[src/shared/fba_map.svh]
// register offsets, field positions, reset values and sizes for buffer admission
`ifndef FBA_MAP_SVH
`define FBA_MAP_SVH

`define FBA_ADDR_W 4
`define FBA_CNT_W 10
`define FBA_NUM_SRC 6
`define FBA_NUM_CLS 3

// register offsets
`define FBA_REG_FAST_RSV 4'h0
`define FBA_REG_HOST_RSV 4'h1
`define FBA_REG_UPLINK_RSV 4'h2
`define FBA_REG_SHARED 4'h3
`define FBA_REG_LOW_CLS 4'h4
`define FBA_REG_MID_CLS 4'h5
`define FBA_REG_TOP_CLS 4'h6
`define FBA_REG_CTRL 4'h7
`define FBA_REG_MC_THR 4'h8
`define FBA_REG_STATUS 4'h9
`define FBA_REG_SHARED_USE 4'hA
`define FBA_REG_MC_COUNT 4'hB

// control register fields
`define FBA_CTRL_FC_LSB 0
`define FBA_CTRL_FC_W 6
`define FBA_CTRL_PROB_LSB 8
`define FBA_CTRL_PROB_W 8
`define FBA_CTRL_LOWTH_LSB 16
`define FBA_CTRL_XOFF_LSB 24
`define FBA_CTRL_FIELD_W 8

// reset values
`define FBA_RST_FAST_RSV 10'h010
`define FBA_RST_HOST_RSV 10'h010
`define FBA_RST_UPLINK_RSV 10'h020
`define FBA_RST_SHARED 10'h100
`define FBA_RST_CLS 10'h020
`define FBA_RST_CTRL 32'h0C04_4000
`define FBA_RST_MC_THR 10'h040

// source port numbering: 0..3 fast, 4 uplink, 5 host (port number 8)
`define FBA_SRC_UPLINK 3'h4
`define FBA_SRC_HOST 3'h5
`define FBA_LFSR_SEED 8'hA5

`endif

[src/shared/fba_pkg.sv]
// types for the buffer admission block
package fba_pkg;
	// region a slot was charged to
	typedef enum logic [2:0] {
		FBA_REG_TEMP,
		FBA_REG_CLASS,
		FBA_REG_POOL,
		FBA_REG_PORT,
		FBA_REG_NONE
	} fba_region_e;

	// transmit queue of a merged port
	typedef enum logic [1:0] {
		FBA_Q_BEST,
		FBA_Q_AF1,
		FBA_Q_AF2,
		FBA_Q_TOP
	} fba_queue_e;
endpackage

[src/verilog/fba_sched.sv]
// strict priority queue selector, best effort served only when others idle
`timescale 1ns/1ps
`include "fba_map.svh"

module fba_sched (
	// clock and reset
	input wire logic clk_i,
	input wire logic reset_i,
	// queue state
	input wire logic [3:0] q_ready_i,
	// selection
	output logic [1:0] q_sel_o,
	output logic q_valid_o
);
	logic [1:0] sel;
	logic valid;
	wire logic [1:0] next_sel = q_ready_i[3] ? 2'h3 : q_ready_i[2] ? 2'h2 : q_ready_i[1] ? 2'h1 : 2'h0;
	// best effort only when every higher queue is empty
	wire logic next_valid = |q_ready_i;

	always_ff @(posedge clk_i) begin
		if (reset_i) begin
			sel <= 2'h0;
			valid <= 1'b0;
		end else begin
			sel <= next_sel;
			valid <= next_valid;
		end
	end

	assign q_sel_o = sel;
	assign q_valid_o = valid;

	property p_best_only_idle;
		@(posedge clk_i) disable iff (reset_i)
		q_valid_o && q_sel_o == 2'h0 |-> $past(q_ready_i[3:1]) == 3'h0;
	endproperty
	a_best_only_idle: assert property (p_best_only_idle) else $error("best effort served while others busy");
endmodule

[src/verilog/fba_admit.sv]
// frame buffer admission, region accounting and pause requests
`timescale 1ns/1ps
`include "fba_map.svh"

module fba_admit (
	// clock and reset
	input wire logic clk_i,
	input wire logic reset_i,
	// register port
	input wire logic [`FBA_ADDR_W-1:0] reg_addr_i,
	input wire logic [31:0] reg_wdata_i,
	input wire logic reg_write_i,
	input wire logic reg_read_i,
	output logic [31:0] reg_rdata_o,
	// frame arrival from receive macs
	input wire logic arrive_i,
	input wire logic [2:0] arrive_src_i,
	// switching decision from classifier
	input wire logic decide_i,
	input wire logic [2:0] decide_src_i,
	input wire logic [2:0] decide_prio_i,
	input wire logic decide_mcast_i,
	input wire logic queue_congest_i,
	// release from output queue manager
	input wire logic release_i,
	input wire logic [2:0] release_src_i,
	input wire fba_pkg::fba_region_e release_region_i,
	input wire logic [2:0] release_prio_i,
	input wire logic release_mcast_i,
	// transmit queue state
	input wire logic [3:0] q_ready_i,
	// decision results
	output logic result_valid_o,
	output logic result_drop_o,
	output fba_pkg::fba_region_e result_region_o,
	output fba_pkg::fba_queue_e result_queue_o,
	output logic [2:0] result_prio_o,
	output logic result_wred_o,
	// pause requests and scheduler
	output logic [`FBA_NUM_SRC-1:0] pause_o,
	output logic mc_pause_o,
	output logic [1:0] q_sel_o,
	output logic q_valid_o
);
	//////////////////////////////////////////////////////////////////////
	// registers
	logic [`FBA_CNT_W-1:0] fast_port_reserve_size;
	logic [`FBA_CNT_W-1:0] host_port_reserve_size;
	logic [`FBA_CNT_W-1:0] uplink_port_reserve_size;
	logic [`FBA_CNT_W-1:0] shared_pool_size;
	logic [`FBA_CNT_W-1:0] cls_size [`FBA_NUM_CLS];
	logic [31:0] ctrl;
	logic [`FBA_CNT_W-1:0] mc_thr;

	// occupancy counters
	logic [`FBA_CNT_W-1:0] temp_use;
	logic [`FBA_CNT_W-1:0] pool_use;
	logic [`FBA_CNT_W-1:0] mc_count;
	logic [`FBA_CNT_W-1:0] prio_use [8];
	logic [`FBA_CNT_W-1:0] port_use [`FBA_NUM_SRC];
	logic [`FBA_NUM_SRC-1:0] paused;
	logic mc_paused;
	logic [7:0] lfsr;

	function automatic logic [1:0] cls_of(input logic [2:0] prio);
		cls_of = prio[2:1] - 2'h1;
	endfunction

	// sizes passed in: a wire only wakes up on its own operands
	function automatic logic [`FBA_CNT_W-1:0] rsv_of(input logic [2:0] src, input logic [`FBA_CNT_W-1:0] host,
		input logic [`FBA_CNT_W-1:0] upl, input logic [`FBA_CNT_W-1:0] fast);
		if (src == `FBA_SRC_HOST) rsv_of = host;
		else if (src == `FBA_SRC_UPLINK) rsv_of = upl;
		else rsv_of = fast;
	endfunction

	// class occupancy is the sum of a priority pair
	function automatic logic [`FBA_CNT_W-1:0] cls_use(input logic [`FBA_CNT_W-1:0] a, input logic [`FBA_CNT_W-1:0] b);
		cls_use = a + b;
	endfunction

	//////////////////////////////////////////////////////////////////////
	// control fields
	wire logic [`FBA_NUM_SRC-1:0] fc_en = ctrl[`FBA_CTRL_FC_LSB +: `FBA_CTRL_FC_W];
	wire logic [7:0] drop_prob = ctrl[`FBA_CTRL_PROB_LSB +: `FBA_CTRL_PROB_W];
	wire logic [`FBA_CNT_W-1:0] low_thr = {2'h0, ctrl[`FBA_CTRL_LOWTH_LSB +: `FBA_CTRL_FIELD_W]};
	wire logic [`FBA_CNT_W-1:0] xoff_thr = {2'h0, ctrl[`FBA_CTRL_XOFF_LSB +: `FBA_CTRL_FIELD_W]};

	//////////////////////////////////////////////////////////////////////
	// admission decode
	wire logic src_fc = fc_en[decide_src_i];
	// flow controlled sources lose prioritisation
	wire logic [2:0] eff_prio = src_fc ? 3'h0 : decide_prio_i;
	wire logic upper = eff_prio[2] | eff_prio[1];
	wire logic [1:0] dc = cls_of(eff_prio);
	wire logic [1:0] pair = dc + 2'h1;
	wire logic cls_room = upper && (cls_use(prio_use[{pair, 1'b0}], prio_use[{pair, 1'b1}]) < cls_size[dc]);
	wire logic pool_room = pool_use < shared_pool_size;
	wire logic [`FBA_CNT_W-1:0] src_rsv = rsv_of(decide_src_i, host_port_reserve_size, uplink_port_reserve_size,
		fast_port_reserve_size);
	wire logic [`FBA_CNT_W-1:0] src_use = port_use[decide_src_i];
	wire logic port_room = src_use < src_rsv;
	wire logic [`FBA_CNT_W-1:0] src_left = src_rsv - src_use;
	// class section, else shared pool, else source reserve
	wire fba_pkg::fba_region_e pick = cls_room ? fba_pkg::FBA_REG_CLASS : pool_room ? fba_pkg::FBA_REG_POOL :
		port_room ? fba_pkg::FBA_REG_PORT : fba_pkg::FBA_REG_NONE;
	// pairs of priorities merge onto four queues
	wire fba_pkg::fba_queue_e queue = fba_pkg::fba_queue_e'(eff_prio[2:1]);
	wire logic best = queue == fba_pkg::FBA_Q_BEST;
	// scarcity drops only; no bandwidth or delay policing here
	wire logic no_space = pick == fba_pkg::FBA_REG_NONE;
	wire logic rand_hit = lfsr < drop_prob;
	wire logic congest_pool = queue_congest_i && !pool_room && rand_hit;
	wire logic congest_low = queue_congest_i && (src_left < low_thr);
	wire logic be_drop = best && !src_fc && (no_space || congest_pool || congest_low);
	// a frame with no space at all is never stored
	wire logic drop = be_drop || no_space;

	//////////////////////////////////////////////////////////////////////
	// register port
	wire logic wr_fast = reg_write_i && reg_addr_i == `FBA_REG_FAST_RSV;
	wire logic wr_host = reg_write_i && reg_addr_i == `FBA_REG_HOST_RSV;
	wire logic wr_upl = reg_write_i && reg_addr_i == `FBA_REG_UPLINK_RSV;
	wire logic wr_shared = reg_write_i && reg_addr_i == `FBA_REG_SHARED;
	wire logic wr_ctrl = reg_write_i && reg_addr_i == `FBA_REG_CTRL;
	wire logic wr_mc = reg_write_i && reg_addr_i == `FBA_REG_MC_THR;
	wire logic [`FBA_CNT_W-1:0] wval = reg_wdata_i[`FBA_CNT_W-1:0];
	logic [31:0] rd_mux;

	always_comb begin
		rd_mux = 32'h0;
		unique case (reg_addr_i)
			`FBA_REG_FAST_RSV: rd_mux = {22'h0, fast_port_reserve_size};
			`FBA_REG_HOST_RSV: rd_mux = {22'h0, host_port_reserve_size};
			`FBA_REG_UPLINK_RSV: rd_mux = {22'h0, uplink_port_reserve_size};
			`FBA_REG_SHARED: rd_mux = {22'h0, shared_pool_size};
			`FBA_REG_LOW_CLS: rd_mux = {22'h0, cls_size[0]};
			`FBA_REG_MID_CLS: rd_mux = {22'h0, cls_size[1]};
			`FBA_REG_TOP_CLS: rd_mux = {22'h0, cls_size[2]};
			`FBA_REG_CTRL: rd_mux = ctrl;
			`FBA_REG_MC_THR: rd_mux = {22'h0, mc_thr};
			`FBA_REG_STATUS: rd_mux = {15'h0, mc_paused, 10'h0, paused};
			`FBA_REG_SHARED_USE: rd_mux = {22'h0, pool_use};
			`FBA_REG_MC_COUNT: rd_mux = {22'h0, mc_count};
			default: rd_mux = 32'h0;
		endcase
	end

	// four region sizes, control and multicast threshold
	always_ff @(posedge clk_i) begin
		if (reset_i) begin
			fast_port_reserve_size <= `FBA_RST_FAST_RSV;
			host_port_reserve_size <= `FBA_RST_HOST_RSV;
			uplink_port_reserve_size <= `FBA_RST_UPLINK_RSV;
			shared_pool_size <= `FBA_RST_SHARED;
			ctrl <= `FBA_RST_CTRL;
			mc_thr <= `FBA_RST_MC_THR;
			reg_rdata_o <= 32'h0;
		end else begin
			if (wr_fast) fast_port_reserve_size <= wval;
			if (wr_host) host_port_reserve_size <= wval;
			if (wr_upl) uplink_port_reserve_size <= wval;
			if (wr_shared) shared_pool_size <= wval;
			if (wr_ctrl) ctrl <= reg_wdata_i;
			if (wr_mc) mc_thr <= wval;
			reg_rdata_o <= reg_read_i ? rd_mux : 32'h0;
		end
	end

	for (genvar c = 0; c < `FBA_NUM_CLS; c++) begin : g_cls
		wire logic wr_c = reg_write_i && reg_addr_i == (`FBA_REG_LOW_CLS + 4'(c));
		always_ff @(posedge clk_i) begin
			if (reset_i) cls_size[c] <= `FBA_RST_CLS;
			else if (wr_c) cls_size[c] <= wval;
		end
	end

	//////////////////////////////////////////////////////////////////////
	// accounting
	wire logic stored = decide_i && !drop;
	wire logic rel_pool = release_i && release_region_i == fba_pkg::FBA_REG_POOL;

	// arrival charged to temp; decision moves it out
	always_ff @(posedge clk_i) begin
		if (reset_i) begin
			temp_use <= '0;
			pool_use <= '0;
			mc_count <= '0;
			lfsr <= `FBA_LFSR_SEED;
		end else begin
			temp_use <= temp_use + `FBA_CNT_W'(arrive_i) - `FBA_CNT_W'(decide_i);
			pool_use <= pool_use + `FBA_CNT_W'(stored && pick == fba_pkg::FBA_REG_POOL)
				- `FBA_CNT_W'(rel_pool);
			mc_count <= mc_count + `FBA_CNT_W'(stored && decide_mcast_i)
				- `FBA_CNT_W'(release_i && release_mcast_i);
			lfsr <= {lfsr[6:0], lfsr[7] ^ lfsr[5] ^ lfsr[4] ^ lfsr[3]};
		end
	end

	// eight priorities counted separately
	for (genvar p = 0; p < 8; p++) begin : g_prio
		wire logic inc = stored && pick == fba_pkg::FBA_REG_CLASS && eff_prio == 3'(p);
		wire logic dec = release_i && release_region_i == fba_pkg::FBA_REG_CLASS && release_prio_i == 3'(p);
		always_ff @(posedge clk_i) begin
			if (reset_i) prio_use[p] <= '0;
			else prio_use[p] <= prio_use[p] + `FBA_CNT_W'(inc) - `FBA_CNT_W'(dec);
		end
	end

	// per source reservation use and pause state
	for (genvar s = 0; s < `FBA_NUM_SRC; s++) begin : g_src
		wire logic inc = stored && pick == fba_pkg::FBA_REG_PORT && decide_src_i == 3'(s);
		wire logic dec = release_i && release_region_i == fba_pkg::FBA_REG_PORT && release_src_i == 3'(s);
		wire logic [`FBA_CNT_W-1:0] next_use = port_use[s] + `FBA_CNT_W'(inc) - `FBA_CNT_W'(dec);
		always_ff @(posedge clk_i) begin
			if (reset_i) begin
				port_use[s] <= '0;
				paused[s] <= 1'b0;
			end else begin
				port_use[s] <= next_use;
				if (fc_en[s] && next_use >= xoff_thr && xoff_thr != '0) paused[s] <= 1'b1;
				else if (next_use == '0) paused[s] <= 1'b0;
			end
		end
	end

	always_ff @(posedge clk_i) begin
		if (reset_i) mc_paused <= 1'b0;
		else mc_paused <= mc_count > mc_thr;
	end

	//////////////////////////////////////////////////////////////////////
	// decision outputs
	always_ff @(posedge clk_i) begin
		if (reset_i) begin
			result_valid_o <= 1'b0;
			result_drop_o <= 1'b0;
			result_region_o <= fba_pkg::FBA_REG_NONE;
			result_queue_o <= fba_pkg::FBA_Q_BEST;
			result_prio_o <= 3'h0;
			result_wred_o <= 1'b0;
		end else begin
			result_valid_o <= decide_i;
			result_drop_o <= decide_i && drop;
			result_region_o <= drop ? fba_pkg::FBA_REG_NONE : pick;
			result_queue_o <= queue;
			result_prio_o <= eff_prio;
			// wred applies to non best effort queues only; flow controlled frames go best effort and never get it
			result_wred_o <= decide_i && !best;
		end
	end

	assign pause_o = paused;
	assign mc_pause_o = mc_paused;

	fba_sched u_sched (
		.clk_i(clk_i),
		.reset_i(reset_i),
		.q_ready_i(q_ready_i),
		.q_sel_o(q_sel_o),
		.q_valid_o(q_valid_o)
	);

	//////////////////////////////////////////////////////////////////////
	// checks
	property p_resume_empty;
		@(posedge clk_i) disable iff (reset_i)
		$fell(pause_o[1]) |-> port_use[1] == '0;
	endproperty
	a_resume_empty: assert property (p_resume_empty) else $error("resume with slots held");

	property p_mc_pause;
		@(posedge clk_i) disable iff (reset_i)
		(mc_count > mc_thr) |=> mc_pause_o;
	endproperty
	a_mc_pause: assert property (p_mc_pause) else $error("multicast pause missing");

	property p_fc_no_drop;
		@(posedge clk_i) disable iff (reset_i)
		decide_i && src_fc && !no_space |=> !result_drop_o;
	endproperty
	a_fc_no_drop: assert property (p_fc_no_drop) else $error("flow controlled frame dropped");

	property p_low_drop;
		@(posedge clk_i) disable iff (reset_i)
		decide_i && best && !src_fc && congest_low |=> result_valid_o && result_drop_o;
	endproperty
	a_low_drop: assert property (p_low_drop) else $error("low reserve drop missed");

	property p_low_prio_no_class;
		@(posedge clk_i) disable iff (reset_i)
		decide_i && !upper |=> result_region_o != fba_pkg::FBA_REG_CLASS;
	endproperty
	a_low_prio_no_class: assert property (p_low_prio_no_class) else $error("low priority in class region");

	property p_fc_best;
		@(posedge clk_i) disable iff (reset_i)
		decide_i && src_fc |=> result_queue_o == fba_pkg::FBA_Q_BEST;
	endproperty
	a_fc_best: assert property (p_fc_best) else $error("flow controlled frame not best effort");

	property p_wred_high;
		@(posedge clk_i) disable iff (reset_i)
		decide_i && eff_prio[2] |=> result_wred_o;
	endproperty
	a_wred_high: assert property (p_wred_high) else $error("high priority not under wred");

	property p_temp_track;
		@(posedge clk_i) disable iff (reset_i)
		arrive_i && !decide_i |=> temp_use == $past(temp_use) + 10'h001;
	endproperty
	a_temp_track: assert property (p_temp_track) else $error("temporary region not charged");
endmodule

[config.mk]
export PLATFORM = sky130hd
export DESIGN_NAME = fba_admit
export DESIGN_NICKNAME = d
export VERILOG_FILES = /design/src/shared/fba_pkg.sv /design/src/verilog/fba_sched.sv /design/src/verilog/fba_admit.sv
export VERILOG_INCLUDE_DIRS = /design/src /design/src/shared
export SDC_FILE = /design/constraint.sdc
export NUM_CORES = 1
export LEC_CHECK = 0
export ABC_AREA = 1
export BUFFER_PORTS_ARGS = -buffer_cell sky130_fd_sc_hd__buf_2
export CORE_MARGIN = 2
export CORE_UTILIZATION = 45
export DETAILED_ROUTE_END_ITERATION = 6
export PLACE_DENSITY = 0.68
export SYNTH_ARGS = -nofsm -noshare
export SYNTH_HDL_FRONTEND = slang
export SYNTH_SLANG_ARGS = --single-unit
[constraint.sdc]
create_clock -name clk_i -period 10.44 [get_ports clk_i]
set_input_delay 0 -clock clk_i [delete_from_list [all_inputs] [get_ports clk_i]]
set_output_delay 0 -clock clk_i [all_outputs]
set_load 0.005 [all_outputs]
==> flow_summary.ini, run 1 <==
[run_status]
status = complete, no violations

[placement]
dp_hpwl_um = 46900
portBuffers = 116
place_congestion = 0.949
placed_cell_area_um2 = 22600

[timing]
finClkSkew_ps = 21.7
drv_slew = 0
fin_crit_ps = 8240
grt_setup_unrepaired = false
fmax_mhz = 121
timing.final.crit_share = 0.790
hold_viol = 0
setup_tns_ps = 0
slew_headroom = 0.133
tightest_slew_ps = 1300
whs_ps = 51.8
setup_violations = 0

[pwr]
combPwrFrac = 0.489
p_clk_frac = 0.235
power_density_nw_per_um2 = 248
ir_worst_vdd_uv = 113
pwr-share-seq = 0.275
p_sw_mw = 2.55
switching_share = 0.422
internal_power_mw = 3.48
p_leak_nw = 11.6

[yosys]
synth_cell_types = 50
mappedNetlistNets = 3258
synth_cells = 2902
synth_top_area_share = 0.281
synthFlopType = dfxtp_1
ys_seq_area_frac = 0.323
synth.avg_cell_area_um2 = 7.39
yosysMostFrequentCell = inv_1
ys_top_cells_by_count = 535 x inv_1, 370 x nand2_1, 336 x a21oi_1, 301 x dfxtp_1, 270 x ha_1
async_reset_ff_frac = 0
synth-seq-cells = 331
synth_top_cell_by_area = dfxtp_1
synth_warnings = 0
synth_area_um2 = 21400
synth_edf_count = 30
netlist_top_cells_area = dfxtp_1 28%, ha_1 16%, inv_1 9.4%

[routing]
via_count = 19700
drt_iter0_markers = 1594
drc_errors = 0
antenna_left = 0
wl_per_cell_um = 17.0
routed_wl_um = 62600
avgViaCountPerCell = 5.36
dr.pass1.iters = 6

[setup_path]
end_kind = register
startpoint_type = register
critPathKind = reg2reg
cpMaxStageDelayCell = inv_2
cp_max_fo = 52
crit_required_ps = 10850
critPathMaxStageDelay_ps = 790
arrival_ps = 8660
cp_common_cell = nand2_1

[global_routing]
antenna_found_initial = 1
grt_pass1_vias = 18900
grt_pass1_wl_um = 99200
grt_start_max_net_pins = 102
grt_remaining_overflow = 0
grt_usage = 0.251

[clock_tree]
clk_pin_slew_ps = 60
cts_post_setup_buffers_inserted = 0
cts_num_sinks = 331
cts_inserted_buffers = 39
ctsResizeCount = 0
h-tree-depth = 2
cts_tree = yes
clk_latency_ps = 580
ctsHoldBuffers = 45
cts_root_buf = clkbuf_16
cts_buffer_depth = 3

[die]
chipWidth_um = 222
rows = 80
core_area_um2 = 47300
dieArea_um2 = 49400
num_io_pins = 121
start_util = 0.453
die_y_um = 222

[cells_and_area]
n_antenna_cell = 0
drive_gt1_frac = 0.0776
n_fill_cell = 4538
multi_input_area_um2 = 12100
syn_to_final_growth_pct = 13.5
design_area_um2 = 24300
layout.area.seq_um2 = 6930
layout.nets = 3394

[min_path]
hold_path.class = in2reg

[run]
cap_violations = 0
[cell families after synthesis]
group,after synthesis,synth area share
AOI/OAI and AO/OA,773,0.201
xor gates and xnor gates,77,0.0314
adders and majority gates,288,0.174
buffers and inverters,633,0.112
DFF,331,0.323
and+or+nand+nor,800,0.158
[per-layer routing]
layer  routed length [µm]  GRT usage  vias to the layer above
li1                     -          -                     9896
met1                28500      0.337                     9166
met2                28000      0.409                      572
met3                 3760     0.0308                      105
met4                 2310      0.100                        0
met5                    0    0.00489                        -
[cell type report]
type,count,share of cell area
repair buffers,169,0.0449
inverters,559,0.0863
well taps,615,0.0316
clock buffers,49,0.0454
flip-flops and latches,331,0.285
clock inverters,22,0.00884
multi-input cells,1938,0.498
[path summary, 6_finish.rpt]
kind / slack (ps) / depth (start not counted) / endpoint / startpoint
setup reg to reg: 2200 / 47 / pause_o[0] / ctrl[4]
setup / recovery: 2200 / 47 / pause_o[0] / ctrl[4]
hold reg to reg: 430 / 2 / lfsr[3] / lfsr[2]
hold / removal: 50 / 5 / reg_rdata_o[16] / reg_addr_i[1]
[flip-flops by register name, indices dropped and copies added (netlist names), 3 cells and up]
signal and flops:
pool_use 10, result_region_o 3, uplink_port_reserve_size 10, mc_count 10, cls_size 30, fast_port_reserve_size 10
shared_pool_size 10, prio_use 80, host_port_reserve_size 10, mc_thr 10, ctrl 32, reg_rdata_o 32
port_use 60, pause_o 6, lfsr 8
[power by group through the flow]
stage / Sequential (mW) / Clock, mW / Combinational (mW)
after floorplan: 1.63 / 0 / 2.28
after global placement: 1.68 / 0 / 2.77
after detailed placement: 1.69 / 0 / 2.89
after CTS: 1.66 / 1.44 / 2.93
after global routing: 1.69 / 1.48 / 3.41
final: 1.66 / 1.42 / 2.95
[cell usage in the layout (no fill, tap or decap), types with 60 or more instances in the layout]
| cell | count |
|---|---|
| nand3_1 | 75 |
| a21oi_1 | 336 |
| nand2_1 | 370 |
| ha_1 | 270 |
| dfxtp_1 | 301 |
| buf_2 | 115 |
| xor2_1 | 60 |
| o21ai_0 | 254 |
| inv_1 | 534 |
| nor2_1 | 246 |
[worst max-delay path, delay by kind of cell (launching register included)]
kind | cells | cell delay, ps
compound gates | 14 | 2290
simple gates | 21 | 2290
fa+ha+maj | 5 | 1560
buf+inv | 5 | 1080
xor+xnor | 2 | 470
flops | 1 | 310
[metrics by stage]
step | total power [mW] | setup slack [ps] | util | instances
2_1_floorplan | 3.92 | 4010 | - | 2902
3_3_place_gp | 4.45 | 2210 | 0.477 | 3567
3_5_place_dp | 4.58 | 2070 | 0.477 | 3567
4_1_cts | 6.03 | 2230 | 0.514 | 3683
5_1_grt | 6.58 | 1370 | 0.514 | 3683
6_report | 6.03 | 2200 | 0.514 | 3683
Note: power is estimated with default switching activity, not from simulation.
==> run 2: changes to the inputs <==
==> constraint.sdc (replaced) <==
create_clock -name clk_i -period 8.4 [get_ports clk_i]
set_input_delay 0 -clock clk_i [delete_from_list [all_inputs] [get_ports clk_i]]
set_output_delay 0 -clock clk_i [all_outputs]
set_load 0.005 [all_outputs]
==> run 2 against run 1 <==
Net effect: sequential share of layout area is 0.21 points lower; clock skew increased by 13 ps; first-iteration DRC count up 14%; hold slack worse by 21 ps; largest cell class unchanged.
==> flow_summary.ini, run 2 (synthesis gave the netlist of run 1 again) <==
[cells_and_area]
final_common_cell = inv_1
layout_common_cells = 534 x inv_1, 370 x nand2_1, 336 x a21oi_1
utilization = 0.518
reg_top3 = prio_use (80), port_use (60)
syn_to_final_growth_pct = 14.3
drive_gt1_frac = 0.0793
n_fill_cell = 4477
instances_no_fill = 3691
regMostFlops = prio_use
layout.nets = 3401
largest_register_ffs = 80
n_antenna_cell = 0

[run]
cap_violations = 0

[clock_tree]
cts_inserted_buffers = 41
cts_root_buf = clkbuf_16
cts_num_sinks = 331
cts_post_setup_buffers_inserted = 0
ctsResizeCount = 0
cts_tree = yes
clk_latency_ps = 590
clk_pin_slew_ps = 60
ctsHoldBuffers = 45
cts_buffer_depth = 3
h-tree-depth = 2

[pwr]
ir_worst_vdd_uv = 133
internal_power_mw = 4.49
p_leak_nw = 11.7
pwr-share-seq = 0.269
combPwrFrac = 0.478
p_sw_mw = 3.21
switching_share = 0.417
power_density_nw_per_um2 = 314
p_clk_frac = 0.252

[die]
core_area_um2 = 47300
num_io_pins = 121
die_y_um = 222
start_util = 0.453
rows = 80
dieArea_um2 = 49400
chipWidth_um = 222

[timing]
setup_tns_ps = 0
final.setup.worst_slack_ps = 1010
fin_crit_ps = 7390
hold_viol = 0
tightest_slew_ps = 1190
slew_headroom = 0.204
timing.final.crit_share = 0.880
grt_setup_unrepaired = false
finClkSkew_ps = 35.1
drv_slew = 0
setup_violations = 0
fmax_mhz = 135

[setup_path]
cp-startpoint = ctrl[4]
cpMaxStageDelayCell = fa_1
cp_max_fo = 16
ff2ff_path_depth = 49
crit_required_ps = 8830
reg2reg_slack_ps = 1010
critPathKind = reg2reg
reg2reg_from = ctrl[4]
cp_common_cell = nand2_1
setup.worst_path.end = pause_o[0]
end_kind = register
arrival_ps = 7820
startpoint_type = register
r2r_end = pause_o[0]
critPathMaxStageDelay_ps = 430

[placement]
pre_cts_ws_ps = 1060
place_congestion = 0.951
dp_hpwl_um = 47100
portBuffers = 116
dp_cells = 3572

[routing]
routed_wl_um = 63100
via_count = 19900
drt_iter0_markers = 1821
dr.pass1.iters = 6
wl_per_cell_um = 17.1
avgViaCountPerCell = 5.39
drc_errors = 0
antenna_left = 0

[global_routing]
grt_pass1_wl_um = 99600
antenna_found_initial = 2
grt_pass1_vias = 19100
grt_usage = 0.251
grt_remaining_overflow = 0
grt_start_max_net_pins = 99

[min_path]
hold_path.class = in2reg

[run_status]
status = complete, no violations
==> run 2: changes by cell type in the layout (fill, tap and decap cells not counted) <==
cell	previous run	this run
clkinv_1	14	13
clkinvlp_4	2	4
clkbuf_8	5	4
buf_4	9	14
clkinv_2	11	5
bufinv_16	3	8
clkinv_8	1	2
clkbuf_1	3	6
==> run 2: critical path, delay by kind of cell (launching register included) <==
kind	cells	cell delay (ps)
DFF	1	310
adders and majority gates	5	1560
and+or+nand+nor	22	2030
xor gates and xnor gates	2	440
buffers and inverters	6	720
AOI/OAI and AO/OA	14	2180
==> run 2: power groups by stage <==
| stage | logic, mW | registers, mW | clock network (mW) |
|---|---|---|---|
| after floorplan | 2.84 | 2.03 | 0 |
| after global placement | 3.43 | 2.10 | 0 |
| after detailed placement | 3.59 | 2.11 | 0 |
| after CTS | 3.65 | 2.07 | 1.97 |
| after global routing | 4.23 | 2.10 | 2.03 |
| final | 3.68 | 2.07 | 1.94 |
==> run 2: per-stage QoR <==
step / hold WS (ps) / cell area [µm²] / total power, mW
2_1_floorplan: 118 / 21400 / 4.87
3_3_place_gp: 239 / 22600 / 5.53
3_5_place_dp: 230 / 22600 / 5.70
4_1_cts: 3.43 / 24500 / 7.69
5_1_grt: 56.4 / 24500 / 8.37
6_report: 30.5 / 24500 / 7.70
==> run 2: worst min path at each step <==
stage | start | end | slack [ps] | cells after the start
CTS | reg_addr_i[1] | reg_rdata_o[16] | 3 | 6
finish | reg_addr_i[1] | reg_rdata_o[16] | 30 | 6
floorplan | decide_i | result_valid_o | 120 | 2
detailed placement | reg_wdata_i[27] | ctrl[27] | 230 | 3
global placement | reg_wdata_i[6] | mc_thr[6] | 240 | 3
global route | reg_addr_i[1] | reg_rdata_o[16] | 60 | 6
==> run 2: cell type report <==
type / instances / area (µm²) / share of cell area
Tap cell: 615 / 769 / 0.0314
Multi-Input combinational cell: 1938 / 12100 / 0.494
Inverter: 559 / 2100 / 0.0857
Clock inverter: 23 / 363 / 0.0148
Sequential cell: 331 / 6930 / 0.283
Clock buffer: 51 / 1100 / 0.0450
Timing Repair Buffer: 174 / 1130 / 0.0461
==> run 2: metal layers <==
| layer | wire length (µm) | vias up | GRT usage | share of wire |
|---|---|---|---|---|
| met5 | 0 | - | 0 | 0 |
| met3 | 4240 | 108 | 0.0409 | 0.067 |
| met4 | 1880 | 0 | 0.0800 | 0.030 |
| met2 | 29000 | 671 | 0.418 | 0.46 |
| li1 | - | 9898 | - | - |
| met1 | 28000 | 9222 | 0.333 | 0.44 |
==> run 3: changes to the inputs <==
--- a/config.mk
+++ b/config.mk
@@ -8,10 +8,12 @@
 export LEC_CHECK = 0
 export ABC_AREA = 1
 export BUFFER_PORTS_ARGS = -buffer_cell sky130_fd_sc_hd__buf_2
+export CELL_PAD_IN_SITES_DETAIL_PLACEMENT = 1
+export CELL_PAD_IN_SITES_GLOBAL_PLACEMENT = 1
 export CORE_MARGIN = 2
 export CORE_UTILIZATION = 45
 export DETAILED_ROUTE_END_ITERATION = 6
-export PLACE_DENSITY = 0.68
+export PLACE_DENSITY = 0.86
 export SYNTH_ARGS = -nofsm -noshare
 export SYNTH_HDL_FRONTEND = slang
 export SYNTH_SLANG_ARGS = --single-unit
==> run 3 against run 2 <==
Net effect: non-clock buffer count grew 2; worst setup slack got worse by 290 ps; routed wire length is 17% higher.
==> flow_summary.ini, run 3 (synthesis gave the netlist of run 1 again) <==
[cells_and_area]
largest_register_ffs = 80
reg_top3 = prio_use (80), port_use (60)
layout.nets = 3402
drive_gt1_frac = 0.0777
final_common_cell = inv_1
syn_to_final_growth_pct = 13.7
design_area_um2 = 24400
regMostFlops = prio_use
layout_common_cells = 533 x inv_1, 369 x nand2_1, 336 x a21oi_1

[routing]
wl_per_cell_um = 20.1
via_count = 20900
antenna_left = 0
dr.pass1.iters = 5
avgViaCountPerCell = 5.65
routed_wl_um = 74100
drc_errors = 0
drt_iter0_markers = 1126

[min_path]
hold_path.class = in2reg
hold_start = reg_addr_i[3]
min_path_cells = 5
hold_path_end = reg_rdata_o[16]

[timing]
fin_crit_ps = 7690
timing.final.crit_share = 0.915
whs_ps = 39.7
tightest_slew_ps = 1270
slew_headroom = 0.151
hold_viol = 0
setup_violations = 0
setup_tns_ps = 0
final.setup.worst_slack_ps = 715
fmax_mhz = 130
grt_setup_unrepaired = false
drv_slew = 0
finClkSkew_ps = 39.6

[placement]
place_congestion = 0.908
placed_cell_area_um2 = 22600
portBuffers = 116
pre_cts_ws_ps = 622
dp_hpwl_um = 53600

[run_status]
status = complete, no violations

[die]
core_area_um2 = 47300
chipWidth_um = 222
die_y_um = 222
num_io_pins = 121
dieArea_um2 = 49400
rows = 80
start_util = 0.453

[setup_path]
startpoint_type = register
arrival_ps = 8120
critPathKind = reg2reg
cp_common_cell = nand2_1
worst-path-buf-inv = 5
r2r_end = pause_o[0]
critPathMaxStageDelay_ps = 430
crit_required_ps = 8830
reg2reg_from = ctrl[4]
reg2reg_slack_ps = 710
crit_family = compound AO/OA/AOI/OAI gates
end_kind = register
cpMaxStageDelayCell = fa_1
cp_max_fo = 51
ff2ff_path_depth = 46

[pwr]
power_mw = 7.83
ir_worst_vdd_uv = 185
power_density_nw_per_um2 = 321
p_leak_nw = 11.7

[global_routing]
grt_pass1_vias = 22400
grt_usage = 0.296
grt_pass1_wl_um = 117000
grt_remaining_overflow = 0
antenna_found_initial = 1
grt_start_max_net_pins = 104

[clock_tree]
cts_num_sinks = 331
cts_root_buf = clkbuf_16
cts_tree = yes
h-tree-depth = 2
clk_latency_ps = 590
cts_buffer_depth = 3
cts_inserted_buffers = 40
clk_pin_slew_ps = 60

[run]
cap_violations = 0
## run 3: cell count changes in the layout (fill, tap and decap cells not counted), moves of 2 or more
| cell | delta |
|---|---|
| o21ai_0 | -2 |
| clkinvlp_4 | -3 |
| bufinv_16 | -5 |
| dlygate4sd3_1 | +2 |
| clkbuf_1 | +2 |
| clkinv_4 | -2 |
| clkinv_1 | +2 |
| clkbuf_8 | +5 |
| o21ai_1 | +2 |
## run 3: tightest hold or removal path: cells and delay by family
family / cells / cell delay [ps]
and+or+nand+nor: 2 / 260
buffers and inverters: 2 / 220
AOI/OAI and AO/OA: 1 / 80
## run 3: layout make-up
cell class	count	area [µm²]
Antenna cell	1	2.50
Clock buffer	57	1150
Clock inverter	14	160
Fill cell	5997	22900
Inverter	559	2100
Multi-Input combinational cell	1938	12100
Sequential cell	331	6930
Tap cell	615	769
Timing Repair Buffer	176	1150
## run 3: routing by layer
layer,share of wire,up-vias,GRT usage
met5,0,-,0
met4,0.046,0,0.131
met3,0.052,183,0.0401
met2,0.49,565,0.526
met1,0.41,10200,0.357
li1,-,9892,-
## run 3: where the power goes
part	switching, mW	total [mW]	internal, mW
Clock	0.747	1.80	1.05
Sequential	0.216	2.08	1.87
Combinational	2.49	3.95	1.46
## run 3: worst max path at each step
stage                       start          to  cells past startpoint
final                     ctrl[4]  pause_o[0]                     46
after global routing      ctrl[4]  pause_o[0]                     50
after detailed placement  ctrl[4]  pause_o[0]                     50
after CTS                 ctrl[4]  pause_o[0]                     50
after floorplan           ctrl[4]  pause_o[0]                     48
after global placement    ctrl[4]  pause_o[0]                     50
## run 3: what timing repair did
action                                  in CTS  in global routing
resized for setup                            0                  6
hold endpoints to repair                   118                  0
setup buffers                                0                  0
endpoints found under the setup margin       0                  1
hold buffers                                47                  0
## run 3: stage by stage
step	std cells	utilization
floorplan	2902	-
global placement	3572	0.477
detailed placement	3572	0.477
CTS	3690	0.515
global route	3691	0.515
finish	3691	0.515
